--- src/pgate_defines.svh ---
// Purpose: constants of the port clock gate and soft reset block
// Assumes: 32-bit AHB-Lite register window, word aligned
// Notes: offsets are byte addresses within the block
// Functional notes
// - gate bit set clocks its port
// - access to unclocked port gives bus fault
// - all gate bits zero after reset
// - run, sleep, deep-sleep gates by power mode
// - sleep gates apply only with automatic gating
// - deep-sleep gate at 0x128, bits 7:0
// - reserved bits read zero, ignore writes
// - soft reset writes masked by capabilities
// - soft reset zero at reset, four writable bits
// - bit 24 resets bus controller zero
// - bit 16 resets converter module zero
// - bit 6 resets low power module
// - bit 3 resets watchdog
`ifndef PGATE_DEFINES_SVH
`define PGATE_DEFINES_SVH

// ****************************************
// register offsets
// ****************************************
`define OFS_SOFT_RESET 12'h040
`define OFS_RUN_CFG 12'h060
`define OFS_RUN_GATE 12'h108
`define OFS_SLEEP_GATE 12'h118
`define OFS_DEEP_GATE 12'h128
`define OFS_INT_STATUS 12'h200
`define OFS_INT_MASK 12'h204

// ****************************************
// fields and reset values
// ****************************************
`define GATE_RESET 8'h00
`define SOFT_RESET_RESET 32'h0000_0000
`define SOFT_RESET_WR_MASK 32'h0101_0048
`define BIT_BUS_CTRL_ZERO 24
`define BIT_ADC0 16
`define BIT_LOW_POWER 6
`define BIT_WATCHDOG 3
`define BIT_AUTO_GATE 27
`define EVT_PORT_FAULT 0
`define EVT_RESET_BLOCKED 1

`endif

--- src/pgate_pkg.sv ---
// Purpose: types of the port clock gate and soft reset block
// Assumes: nothing beyond the defines header
// Notes: power mode codes are gray along run, sleep, deep sleep
package pgate_pkg;

	typedef enum logic [1:0] {
		MODE_RUN = 2'b00,
		MODE_SLEEP = 2'b01,
		MODE_DEEP = 2'b11
	} power_mode_t;

	typedef struct packed {
		logic bus_controller_zero_reset;
		logic adc0;
		logic low_power_module_reset;
		logic watchdog_reset;
	} unit_reset_t;

	typedef struct packed {
		logic wr_pend;
		logic [11:0] addr;
		logic [7:0] run_gate;
		logic [7:0] sleep_gate;
		logic [7:0] deep_gate;
		logic [31:0] soft_reset;
		logic auto_gate;
		logic [1:0] int_sts;
		logic [1:0] int_msk;
		logic [7:0] clk_en;
		logic [31:0] rdata;
	} pgate_state_t;

endpackage : pgate_pkg

--- src/pgate_ctrl.sv ---
// Purpose: port clock gating by power mode and unit soft reset control
// Assumes: zero wait state AHB-Lite slave, single word transfers
// Notes: gate enables and reset outputs come straight from flip-flops
//
// The AHB-Lite slave port was decided locally.
`timescale 1ns/1ns
`include "pgate_defines.svh"

module pgate_ctrl
	import pgate_pkg::*;
#(
	parameter int NUM_PORTS = 8
) (
	input wire logic CORE_CLK, // system clock, 100 MHz
	input wire logic RESETN, // synchronous reset, active low
	input wire logic HSEL, // slave select
	input wire logic [31:0] HADDR, // byte address
	input wire logic [1:0] HTRANS, // transfer type
	input wire logic HWRITE, // write when high
	input wire logic [2:0] HSIZE, // word only
	input wire logic [31:0] HWDATA, // write data
	input wire logic HREADY, // bus ready
	output logic HREADYOUT, // always ready
	output logic HRESP, // always okay
	output logic [31:0] HRDATA, // read data
	input wire power_mode_t POWER_MODE, // current power state
	input wire logic [31:0] DEV_CAPS, // units present, one per soft reset bit
	input wire logic PORT_ACC_VALID, // an access to a port this cycle
	input wire logic [2:0] PORT_ACC_IDX, // which port, 0 is A
	output logic PORT_ACC_FAULT, // access must end in a bus fault
	output logic [NUM_PORTS-1:0] PORT_CLK_EN, // clock enable per port
	output unit_reset_t UNIT_RESET, // held resets of governed units
	output logic IRQ // level interrupt
);

	pgate_state_t st_q;
	pgate_state_t st_d;
	logic addr_take;
	logic wr_now;
	logic [31:0] wr_en_bits;
	logic blocked;
	logic [7:0] sel_gate;
	logic [1:0] evt;
	logic [1:0] w1c;
	logic [NUM_PORTS-1:0] port_off;

	// ****************************************
	// bus address phase and write strobe
	// ****************************************
	assign addr_take = HSEL && HTRANS[1] && HREADY;
	assign wr_now = st_q.wr_pend;
	assign HREADYOUT = 1'b1;
	assign HRESP = 1'b0;
	assign HRDATA = st_q.rdata;

	// ****************************************
	// outputs from registered state
	// ****************************************
	assign PORT_CLK_EN = st_q.clk_en[NUM_PORTS-1:0];
	assign UNIT_RESET.bus_controller_zero_reset = st_q.soft_reset[`BIT_BUS_CTRL_ZERO];
	assign UNIT_RESET.adc0 = st_q.soft_reset[`BIT_ADC0];
	assign UNIT_RESET.low_power_module_reset = st_q.soft_reset[`BIT_LOW_POWER];
	assign UNIT_RESET.watchdog_reset = st_q.soft_reset[`BIT_WATCHDOG];
	assign IRQ = |(st_q.int_sts & st_q.int_msk);

	// ****************************************
	// per port gate state
	// ****************************************
	for (genvar p = 0; p < NUM_PORTS; p++) begin : g_port
		assign port_off[p] = !st_q.clk_en[p];
	end

	// a port whose gate is off cannot answer, so the access is faulted
	assign PORT_ACC_FAULT = PORT_ACC_VALID && port_off[PORT_ACC_IDX];

	// ****************************************
	// next state
	// ****************************************
	always_comb begin
		st_d = st_q;
		evt = 2'b00;
		w1c = 2'b00;
		blocked = 1'b0;
		sel_gate = st_q.run_gate;
		// only bits that are writable and whose unit exists may change
		wr_en_bits = `SOFT_RESET_WR_MASK & DEV_CAPS;
		st_d.wr_pend = addr_take && HWRITE;
		if (addr_take) begin
			st_d.addr = HADDR[11:0];
		end
		if (wr_now) begin
			case (st_q.addr)
				`OFS_SOFT_RESET: begin
					st_d.soft_reset = (st_q.soft_reset & ~wr_en_bits)
						| (HWDATA & wr_en_bits);
					blocked = |(HWDATA & `SOFT_RESET_WR_MASK & ~DEV_CAPS);
				end
				`OFS_RUN_CFG: begin
					st_d.auto_gate = HWDATA[`BIT_AUTO_GATE];
				end
				`OFS_RUN_GATE: begin
					st_d.run_gate = HWDATA[7:0];
				end
				`OFS_SLEEP_GATE: begin
					st_d.sleep_gate = HWDATA[7:0];
				end
				`OFS_DEEP_GATE: begin
					st_d.deep_gate = HWDATA[7:0];
				end
				`OFS_INT_STATUS: begin
					w1c = HWDATA[1:0];
				end
				`OFS_INT_MASK: begin
					st_d.int_msk = HWDATA[1:0];
				end
				default: begin
					st_d.int_msk = st_q.int_msk;
				end
			endcase
		end
		evt[`EVT_PORT_FAULT] = PORT_ACC_FAULT;
		evt[`EVT_RESET_BLOCKED] = blocked;
		// a new event wins over a clear in the same cycle
		st_d.int_sts = (st_q.int_sts & ~w1c) | evt;
		// without automatic gating the run gate governs every mode
		if (st_q.auto_gate) begin
			case (POWER_MODE)
				MODE_RUN: begin
					sel_gate = st_q.run_gate;
				end
				MODE_SLEEP: begin
					sel_gate = st_q.sleep_gate;
				end
				MODE_DEEP: begin
					sel_gate = st_q.deep_gate;
				end
				default: begin
					sel_gate = st_q.run_gate;
				end
			endcase
		end
		st_d.clk_en = sel_gate;
		// read mux looks at next values so a read right after a write sees it
		st_d.rdata = 32'h0000_0000;
		if (addr_take && !HWRITE) begin
			case (HADDR[11:0])
				`OFS_SOFT_RESET: begin
					st_d.rdata = st_d.soft_reset;
				end
				`OFS_RUN_CFG: begin
					st_d.rdata[`BIT_AUTO_GATE] = st_d.auto_gate;
				end
				`OFS_RUN_GATE: begin
					st_d.rdata[7:0] = st_d.run_gate;
				end
				`OFS_SLEEP_GATE: begin
					st_d.rdata[7:0] = st_d.sleep_gate;
				end
				`OFS_DEEP_GATE: begin
					st_d.rdata[7:0] = st_d.deep_gate;
				end
				`OFS_INT_STATUS: begin
					st_d.rdata[1:0] = st_d.int_sts;
				end
				`OFS_INT_MASK: begin
					st_d.rdata[1:0] = st_d.int_msk;
				end
				default: begin
					st_d.rdata = 32'h0000_0000;
				end
			endcase
		end
	end

	// ****************************************
	// state register
	// ****************************************
	always_ff @(posedge CORE_CLK) begin
		if (!RESETN) begin
			st_q <= '0;
		end else begin
			st_q <= st_d;
		end
	end

	// ****************************************
	// checks
	// ****************************************
	a_gate_reset_zero: assert property (@(posedge CORE_CLK)
		!RESETN |=> (PORT_CLK_EN == '0 && st_q.deep_gate == `GATE_RESET))
		else $error("gates not zero after reset");

	a_clk_en_follows: assert property (@(posedge CORE_CLK) disable iff (!RESETN)
		$past(RESETN) && $past(!st_q.auto_gate) |-> PORT_CLK_EN == $past(st_q.run_gate))
		else $error("clock enable does not follow run gate");

	a_fault_unclocked: assert property (@(posedge CORE_CLK) disable iff (!RESETN)
		PORT_ACC_VALID && PORT_CLK_EN[PORT_ACC_IDX] == 1'b0 |-> PORT_ACC_FAULT
		##1 st_q.int_sts[`EVT_PORT_FAULT])
		else $error("unclocked access not faulted");

	a_deep_mode_sel: assert property (@(posedge CORE_CLK) disable iff (!RESETN)
		st_q.auto_gate && POWER_MODE == MODE_DEEP ##1 $past(RESETN)
		|-> PORT_CLK_EN == $past(st_q.deep_gate))
		else $error("deep sleep gate not applied");

	a_sleep_mode_sel: assert property (@(posedge CORE_CLK) disable iff (!RESETN)
		st_q.auto_gate && POWER_MODE == MODE_SLEEP |=> PORT_CLK_EN == $past(st_q.sleep_gate))
		else $error("sleep gate not applied");

	a_deep_write: assert property (@(posedge CORE_CLK) disable iff (!RESETN)
		addr_take && HWRITE && HADDR[11:0] == `OFS_DEEP_GATE
		##1 1'b1 |=> st_q.deep_gate == $past(HWDATA[7:0]))
		else $error("deep gate write lost");

	a_reserved_zero: assert property (@(posedge CORE_CLK) disable iff (!RESETN)
		$past(addr_take && !HWRITE && HADDR[11:0] == `OFS_DEEP_GATE) |-> HRDATA[31:8] == 24'h00_0000)
		else $error("reserved gate bits not zero");

	a_reset_reserved: assert property (@(posedge CORE_CLK) disable iff (!RESETN)
		(st_q.soft_reset & ~(`SOFT_RESET_WR_MASK)) == 32'h0000_0000)
		else $error("soft reset reserved bits set");

	a_reset_masked: assert property (@(posedge CORE_CLK) disable iff (!RESETN)
		wr_now && st_q.addr == `OFS_SOFT_RESET && !DEV_CAPS[`BIT_WATCHDOG]
		|=> UNIT_RESET.watchdog_reset == $past(UNIT_RESET.watchdog_reset))
		else $error("soft reset write not masked");

	a_reset_hold: assert property (@(posedge CORE_CLK) disable iff (!RESETN)
		UNIT_RESET.bus_controller_zero_reset && !(wr_now && st_q.addr == `OFS_SOFT_RESET)
		|=> UNIT_RESET.bus_controller_zero_reset)
		else $error("unit reset dropped without a write");

	a_irq_level: assert property (@(posedge CORE_CLK) disable iff (!RESETN)
		st_q.int_sts[0] && st_q.int_msk[0] |-> IRQ)
		else $error("interrupt not raised");

	// ****************************************
	// checks of register writes and reads
	// ****************************************
	a_reset_outputs: assert property (@(posedge CORE_CLK)
		!RESETN |=> UNIT_RESET == '0 && IRQ == 1'b0 && HRDATA == 32'h0000_0000)
		else $error("outputs not cleared by reset");

	a_run_write: assert property (@(posedge CORE_CLK) disable iff (!RESETN)
		addr_take && HWRITE && HADDR[11:0] == `OFS_RUN_GATE
		##1 1'b1 |=> st_q.run_gate == $past(HWDATA[7:0]))
		else $error("run gate write lost");

	a_sleep_write: assert property (@(posedge CORE_CLK) disable iff (!RESETN)
		addr_take && HWRITE && HADDR[11:0] == `OFS_SLEEP_GATE
		##1 1'b1 |=> st_q.sleep_gate == $past(HWDATA[7:0]))
		else $error("sleep gate write lost");

	a_auto_write: assert property (@(posedge CORE_CLK) disable iff (!RESETN)
		addr_take && HWRITE && HADDR[11:0] == `OFS_RUN_CFG
		##1 1'b1 |=> st_q.auto_gate == $past(HWDATA[`BIT_AUTO_GATE]))
		else $error("automatic gating write lost");

	a_mask_write: assert property (@(posedge CORE_CLK) disable iff (!RESETN)
		addr_take && HWRITE && HADDR[11:0] == `OFS_INT_MASK
		##1 1'b1 |=> st_q.int_msk == $past(HWDATA[1:0]))
		else $error("interrupt mask write lost");

	a_rdata_idle: assert property (@(posedge CORE_CLK) disable iff (!RESETN)
		!$past(addr_take && !HWRITE) |-> HRDATA == 32'h0000_0000)
		else $error("read data not zero outside a read");

	a_gate_read_reserved: assert property (@(posedge CORE_CLK) disable iff (!RESETN)
		$past(addr_take && !HWRITE && (HADDR[11:0] == `OFS_RUN_GATE
		|| HADDR[11:0] == `OFS_SLEEP_GATE)) |-> HRDATA[31:8] == 24'h00_0000)
		else $error("reserved gate bits not zero");

	a_soft_read_reserved: assert property (@(posedge CORE_CLK) disable iff (!RESETN)
		$past(addr_take && !HWRITE && HADDR[11:0] == `OFS_SOFT_RESET)
		|-> (HRDATA & ~(`SOFT_RESET_WR_MASK)) == 32'h0000_0000)
		else $error("reserved soft reset bits not zero");

	a_cfg_read_reserved: assert property (@(posedge CORE_CLK) disable iff (!RESETN)
		$past(addr_take && !HWRITE && HADDR[11:0] == `OFS_RUN_CFG)
		|-> (HRDATA & ~(32'h0000_0001 << `BIT_AUTO_GATE)) == 32'h0000_0000)
		else $error("reserved config bits not zero");

	a_int_read_reserved: assert property (@(posedge CORE_CLK) disable iff (!RESETN)
		$past(addr_take && !HWRITE && (HADDR[11:0] == `OFS_INT_STATUS
		|| HADDR[11:0] == `OFS_INT_MASK)) |-> HRDATA[31:2] == 30'h0000_0000)
		else $error("reserved interrupt bits not zero");

	// ****************************************
	// checks of gating and port faults
	// ****************************************
	a_run_mode_sel: assert property (@(posedge CORE_CLK) disable iff (!RESETN)
		st_q.auto_gate && POWER_MODE == MODE_RUN |=> PORT_CLK_EN == $past(st_q.run_gate))
		else $error("run gate not applied");

	a_manual_deep: assert property (@(posedge CORE_CLK) disable iff (!RESETN)
		!st_q.auto_gate && POWER_MODE == MODE_DEEP |=> PORT_CLK_EN == $past(st_q.run_gate))
		else $error("deep gate applied without automatic gating");

	a_clocked_no_fault: assert property (@(posedge CORE_CLK) disable iff (!RESETN)
		PORT_ACC_VALID && PORT_CLK_EN[PORT_ACC_IDX] |-> !PORT_ACC_FAULT)
		else $error("clocked port access faulted");

	a_fault_needs_access: assert property (@(posedge CORE_CLK) disable iff (!RESETN)
		!PORT_ACC_VALID |-> !PORT_ACC_FAULT)
		else $error("fault without an access");

	// ****************************************
	// checks of soft resets and interrupts
	// ****************************************
	a_bus_zero_write: assert property (@(posedge CORE_CLK) disable iff (!RESETN)
		wr_now && st_q.addr == `OFS_SOFT_RESET && DEV_CAPS[`BIT_BUS_CTRL_ZERO]
		|=> UNIT_RESET.bus_controller_zero_reset == $past(HWDATA[`BIT_BUS_CTRL_ZERO]))
		else $error("bus controller reset write lost");

	a_conv_zero_write: assert property (@(posedge CORE_CLK) disable iff (!RESETN)
		wr_now && st_q.addr == `OFS_SOFT_RESET && DEV_CAPS[`BIT_ADC0]
		|=> UNIT_RESET.adc0 == $past(HWDATA[`BIT_ADC0]))
		else $error("converter reset write lost");

	a_low_power_write: assert property (@(posedge CORE_CLK) disable iff (!RESETN)
		wr_now && st_q.addr == `OFS_SOFT_RESET && DEV_CAPS[`BIT_LOW_POWER]
		|=> UNIT_RESET.low_power_module_reset == $past(HWDATA[`BIT_LOW_POWER]))
		else $error("low power module reset write lost");

	a_watchdog_write: assert property (@(posedge CORE_CLK) disable iff (!RESETN)
		wr_now && st_q.addr == `OFS_SOFT_RESET && DEV_CAPS[`BIT_WATCHDOG]
		|=> UNIT_RESET.watchdog_reset == $past(HWDATA[`BIT_WATCHDOG]))
		else $error("watchdog reset write lost");

	a_reset_stays_off: assert property (@(posedge CORE_CLK) disable iff (!RESETN)
		!UNIT_RESET.bus_controller_zero_reset && !(wr_now && st_q.addr == `OFS_SOFT_RESET)
		|=> !UNIT_RESET.bus_controller_zero_reset)
		else $error("unit reset raised without a write");

	a_blocked_event: assert property (@(posedge CORE_CLK) disable iff (!RESETN)
		wr_now && st_q.addr == `OFS_SOFT_RESET && |(HWDATA & `SOFT_RESET_WR_MASK & ~DEV_CAPS)
		|=> st_q.int_sts[`EVT_RESET_BLOCKED])
		else $error("blocked soft reset write not flagged");

	a_status_clear: assert property (@(posedge CORE_CLK) disable iff (!RESETN)
		wr_now && st_q.addr == `OFS_INT_STATUS && HWDATA[0] && !PORT_ACC_FAULT
		|=> !st_q.int_sts[`EVT_PORT_FAULT])
		else $error("status bit not cleared");

	a_set_wins: assert property (@(posedge CORE_CLK) disable iff (!RESETN)
		wr_now && st_q.addr == `OFS_INT_STATUS && HWDATA[0] && PORT_ACC_FAULT
		|=> st_q.int_sts[`EVT_PORT_FAULT])
		else $error("fault lost against a clear");

	a_irq_off: assert property (@(posedge CORE_CLK) disable iff (!RESETN)
		(st_q.int_sts & st_q.int_msk) == 2'b00 |-> !IRQ)
		else $error("interrupt raised with nothing pending");

endmodule : pgate_ctrl

--- config.mk ---
export PLATFORM = sky130hd
export DESIGN_NAME = pgate_ctrl
export DESIGN_NICKNAME = d
export VERILOG_FILES = /design/src/pgate_pkg.sv /design/src/pgate_ctrl.sv
export VERILOG_INCLUDE_DIRS = /design/src
export SDC_FILE = /design/constraint.sdc
export NUM_CORES = 1
export LEC_CHECK = 0
export BUFFER_PORTS_ARGS = -buffer_cell sky130_fd_sc_hd__buf_2
export CAP_MARGIN = 10
export CELL_PAD_IN_SITES_DETAIL_PLACEMENT = 1
export CELL_PAD_IN_SITES_GLOBAL_PLACEMENT = 1
export CORE_AREA = 2 2 102 104
export CTS_BUF_LIST = sky130_fd_sc_hd__clkbuf_4
export DETAILED_ROUTE_END_ITERATION = 8
export DIE_AREA = 0 0 104 106
export PLACE_DENSITY_LB_ADDON = 0.1
export SYNTH_ARGS = -nofsm -noshare
export SYNTH_HDL_FRONTEND = slang
export SYNTH_SLANG_ARGS = --single-unit
--- constraint.sdc ---
create_clock -name CORE_CLK -period 2.8 [get_ports CORE_CLK]
set_input_delay 0 -clock CORE_CLK [delete_from_list [all_inputs] [get_ports CORE_CLK]]
set_output_delay 0 -clock CORE_CLK [all_outputs]
set_load 0.05 [all_outputs]
==> reports/qor.yml <==
logic_synthesis:
  synth.cell_area_sq_um: 3310
  syn-mean-instance-area_sq_um: 9.42
  synthAdderAreaFrac: 0
  syn-instance-count: 351
  yosysSeqAreaShare: 0.393
  async_reset_ff_frac: 0
  yosys.area_share.xor_xnor: 0
  synth.area.mux_share: 0.129
  synth_edf_count: 0
  synth_top_family_by_area: "simple AND/OR/NAND/NOR gates"
  synth-compound-area-share: 0.119
  synth-seq-cells: 65
  yosysWarningCount: 0
  ys.flop_type: "dfxtp_1"
  synthDistinctLibCells: 49
  synth-simple-area-share: 0.226
setup_path:
  worstPathMaxFanout: 8
  critPathMaxStageDelay_ns: 0.56
  critical_path_required_ns: 3.11
  cpLargestDelayFamily: "simple AND/OR/NAND/NOR gates"
  crit_slowest_cell: "and4_2"
  startpoint_type: "flop"
  worst-setup-path-type: "flop to flop"
  cp_num_buf_inv: 0
  end_kind: "flop"
  arrival_ns: 2.66
  crit_chain: "nor3b_1 > and4_2 > mux2i_1 > nor3b_2 > o31a_1 > o21a_1"
layout:
  final_common_cell: "dfxtp_1"
  areaGrowthSynthToFinish_pct: 17.0
  nets: 528
  drive_gt1_frac: 0.233
  layout_common_cells: "dfxtp_1 (65), buf_2 (63), nand2_1 (42), mux2i_1 (38), nor2b_1 (30)"
  diodes: 0
sta:
  hold_violations: 0
  skew_ns: 0.0124
  rsz0062_at_grt: "no"
  fmax_mhz: 426
  worstMarginPinSlew_ns: 0.616
  period_share: 0.838
  min_period_ns: 2.35
  max-slew-margin-rel: 0.589
  setup_tns_ns: 0
  slew_viol_final: 0
  finalSetupViolations: 0
status:
  status: "completed"
routing:
  vias: 2593
  wirelength_um: 8560
  drtIter0Drc: 64
  routed_via_density: 4.66
  drtPass1Iterations: 4
  wl_per_cell_um: 15.4
  antenna_left: 0
  drc: 0
place:
  gp_congestion: 0.771
  portBuffers: 63
  dpl.hpwl_um: 6060
min_path:
  hold_class: "primary input to flop"
die:
  fp.dieW_um: 104
  die_h_um: 106
  die-area_sq_um: 11000
  start_util: 0.331
  fp.coreArea_sq_um: 10000
  io_pins: 160
  fp-row-count: 37
cts:
  clock-root-buffer: "clkbuf_4"
  path_clk_slew_ns: 0.11
  clock_latency_ns: 0.42
  cts_inserted_buffers: 9
  cts_sinks: 65
  cts_tree: "built"
  cts-resized-gates: 0
  cts_buffer_depth: 2
  ctsHtreeMaxLevel: 3
power:
  cellPowerDensity_nw_per_um2: 440
  ir_drop_mv: 0.151
  leakage_nw: 1.69
  power_w: 0.00170
global_route:
  grt_use_total: 0.162
  overflow: 0
  grt_pass1_wl_um: 13800
  grt_pass1_vias: 2651
  antenna_found_initial: 0
  grt_max_degree: 55
flow_run:
  maxCapViolCount: 0
[stage by stage]
stage / setup WS [ns] / cell area, sq um / utilization / cells / hold WS (ns)
after detailed placement: 0.454 / 3470 / 0.347 / 513 / 0.249
final: 0.453 / 3870 / 0.387 / 557 / 0.0671
after global routing: 0.301 / 3870 / 0.387 / 557 / 0.0608
after CTS: 0.427 / 3870 / 0.387 / 557 / 0.0267
after floorplan: 0.785 / 3390 / - / 372 / 0.145
after global placement: 0.466 / 3470 / 0.347 / 513 / 0.245
[report_power, final]
group	switching, W	internal [W]
Sequential	0.00000700	0.000932
Clock	0.000370	0.000180
Combinational	0.000140	0.0000719
Total	0.000517	0.00118
[kinds of logic (layout without fill, tap and decap cells)]
group                  count (synthesis)  in the layout
AO/OA/AOI/OAI                         50             50
buffers and inverters                 65            114
flip-flops                            65             65
multiplexers                          40             40
other                                  2             23
AND/OR/NAND/NOR                      129            129
[registers in the layout (all words and copies together) (netlist names)]
name,flops
st_q,41
PORT_CLK_EN,8
wr_now,1
HRDATA,11
UNIT_RESET,4
[cell usage after synthesis, types with 3 or more instances]
master / count / area [sq um]
dfxtp_1: 65 / 1300
buf_4: 46 / 345
nand2_1: 42 / 158
mux2i_1: 38 / 380
nor2b_1: 30 / 188
nor2_1: 18 / 67.6
a21boi_0: 13 / 97.6
clkbuf_1: 11 / 41.3
o211a_1: 8 / 80.1
o22ai_1: 8 / 50.1
o21a_1: 6 / 45.0
inv_1: 5 / 18.8
o31a_1: 5 / 43.8
nand2b_1: 4 / 25.0
a21oi_1: 3 / 15.0
and4_2: 3 / 30.0
nand4_1: 3 / 18.8
nor3_1: 3 / 15.0
nor3b_1: 3 / 22.5
[worst reg2reg max path, delay by kind of cell (launching register included)]
family | cells | cell delay (ns)
and+or+nand+nor | 3 | 1.09
muxes | 1 | 0.31
AOI/OAI and AO/OA | 2 | 0.43
DFF | 1 | 0.41
[timing repair]
| action | CTS | global route |
|---|---|---|
| hold buffers | 28 | 0 |
| setup buffers | 0 | 0 |
| hold endpoints to repair | 45 | 0 |
[routing by layer]
metal | track usage | wire, um | vias to the layer above
li1 | - | - | 1279
met1 | 0.214 | 4210 | 1245
met2 | 0.258 | 3840 | 59
met3 | 0.0411 | 379 | 10
met4 | 0.0579 | 128 | 0
met5 | 0 | 0 | -
[final timing paths]
kind	start	end	slack, ns	cells after the start
setup / recovery	wr_now	HRDATA[6]	0.45	6
setup reg to reg	wr_now	HRDATA[6]	0.45	6
hold / removal	RESETN	HRDATA[27]	0.07	3
hold reg to reg	st_q[104]	st_q[104]	0.50	2
[cell type report]
class	count	area [sq um]
fill	1196	6130
multi-input combinational	242	1650
sequential	65	1300
timing repair buffer	93	611
tap	136	170
clock buffer	9	67.6
clock inverter	7	46.3
inverter	5	18.8
Note: power is estimated with default switching activity, not from simulation.
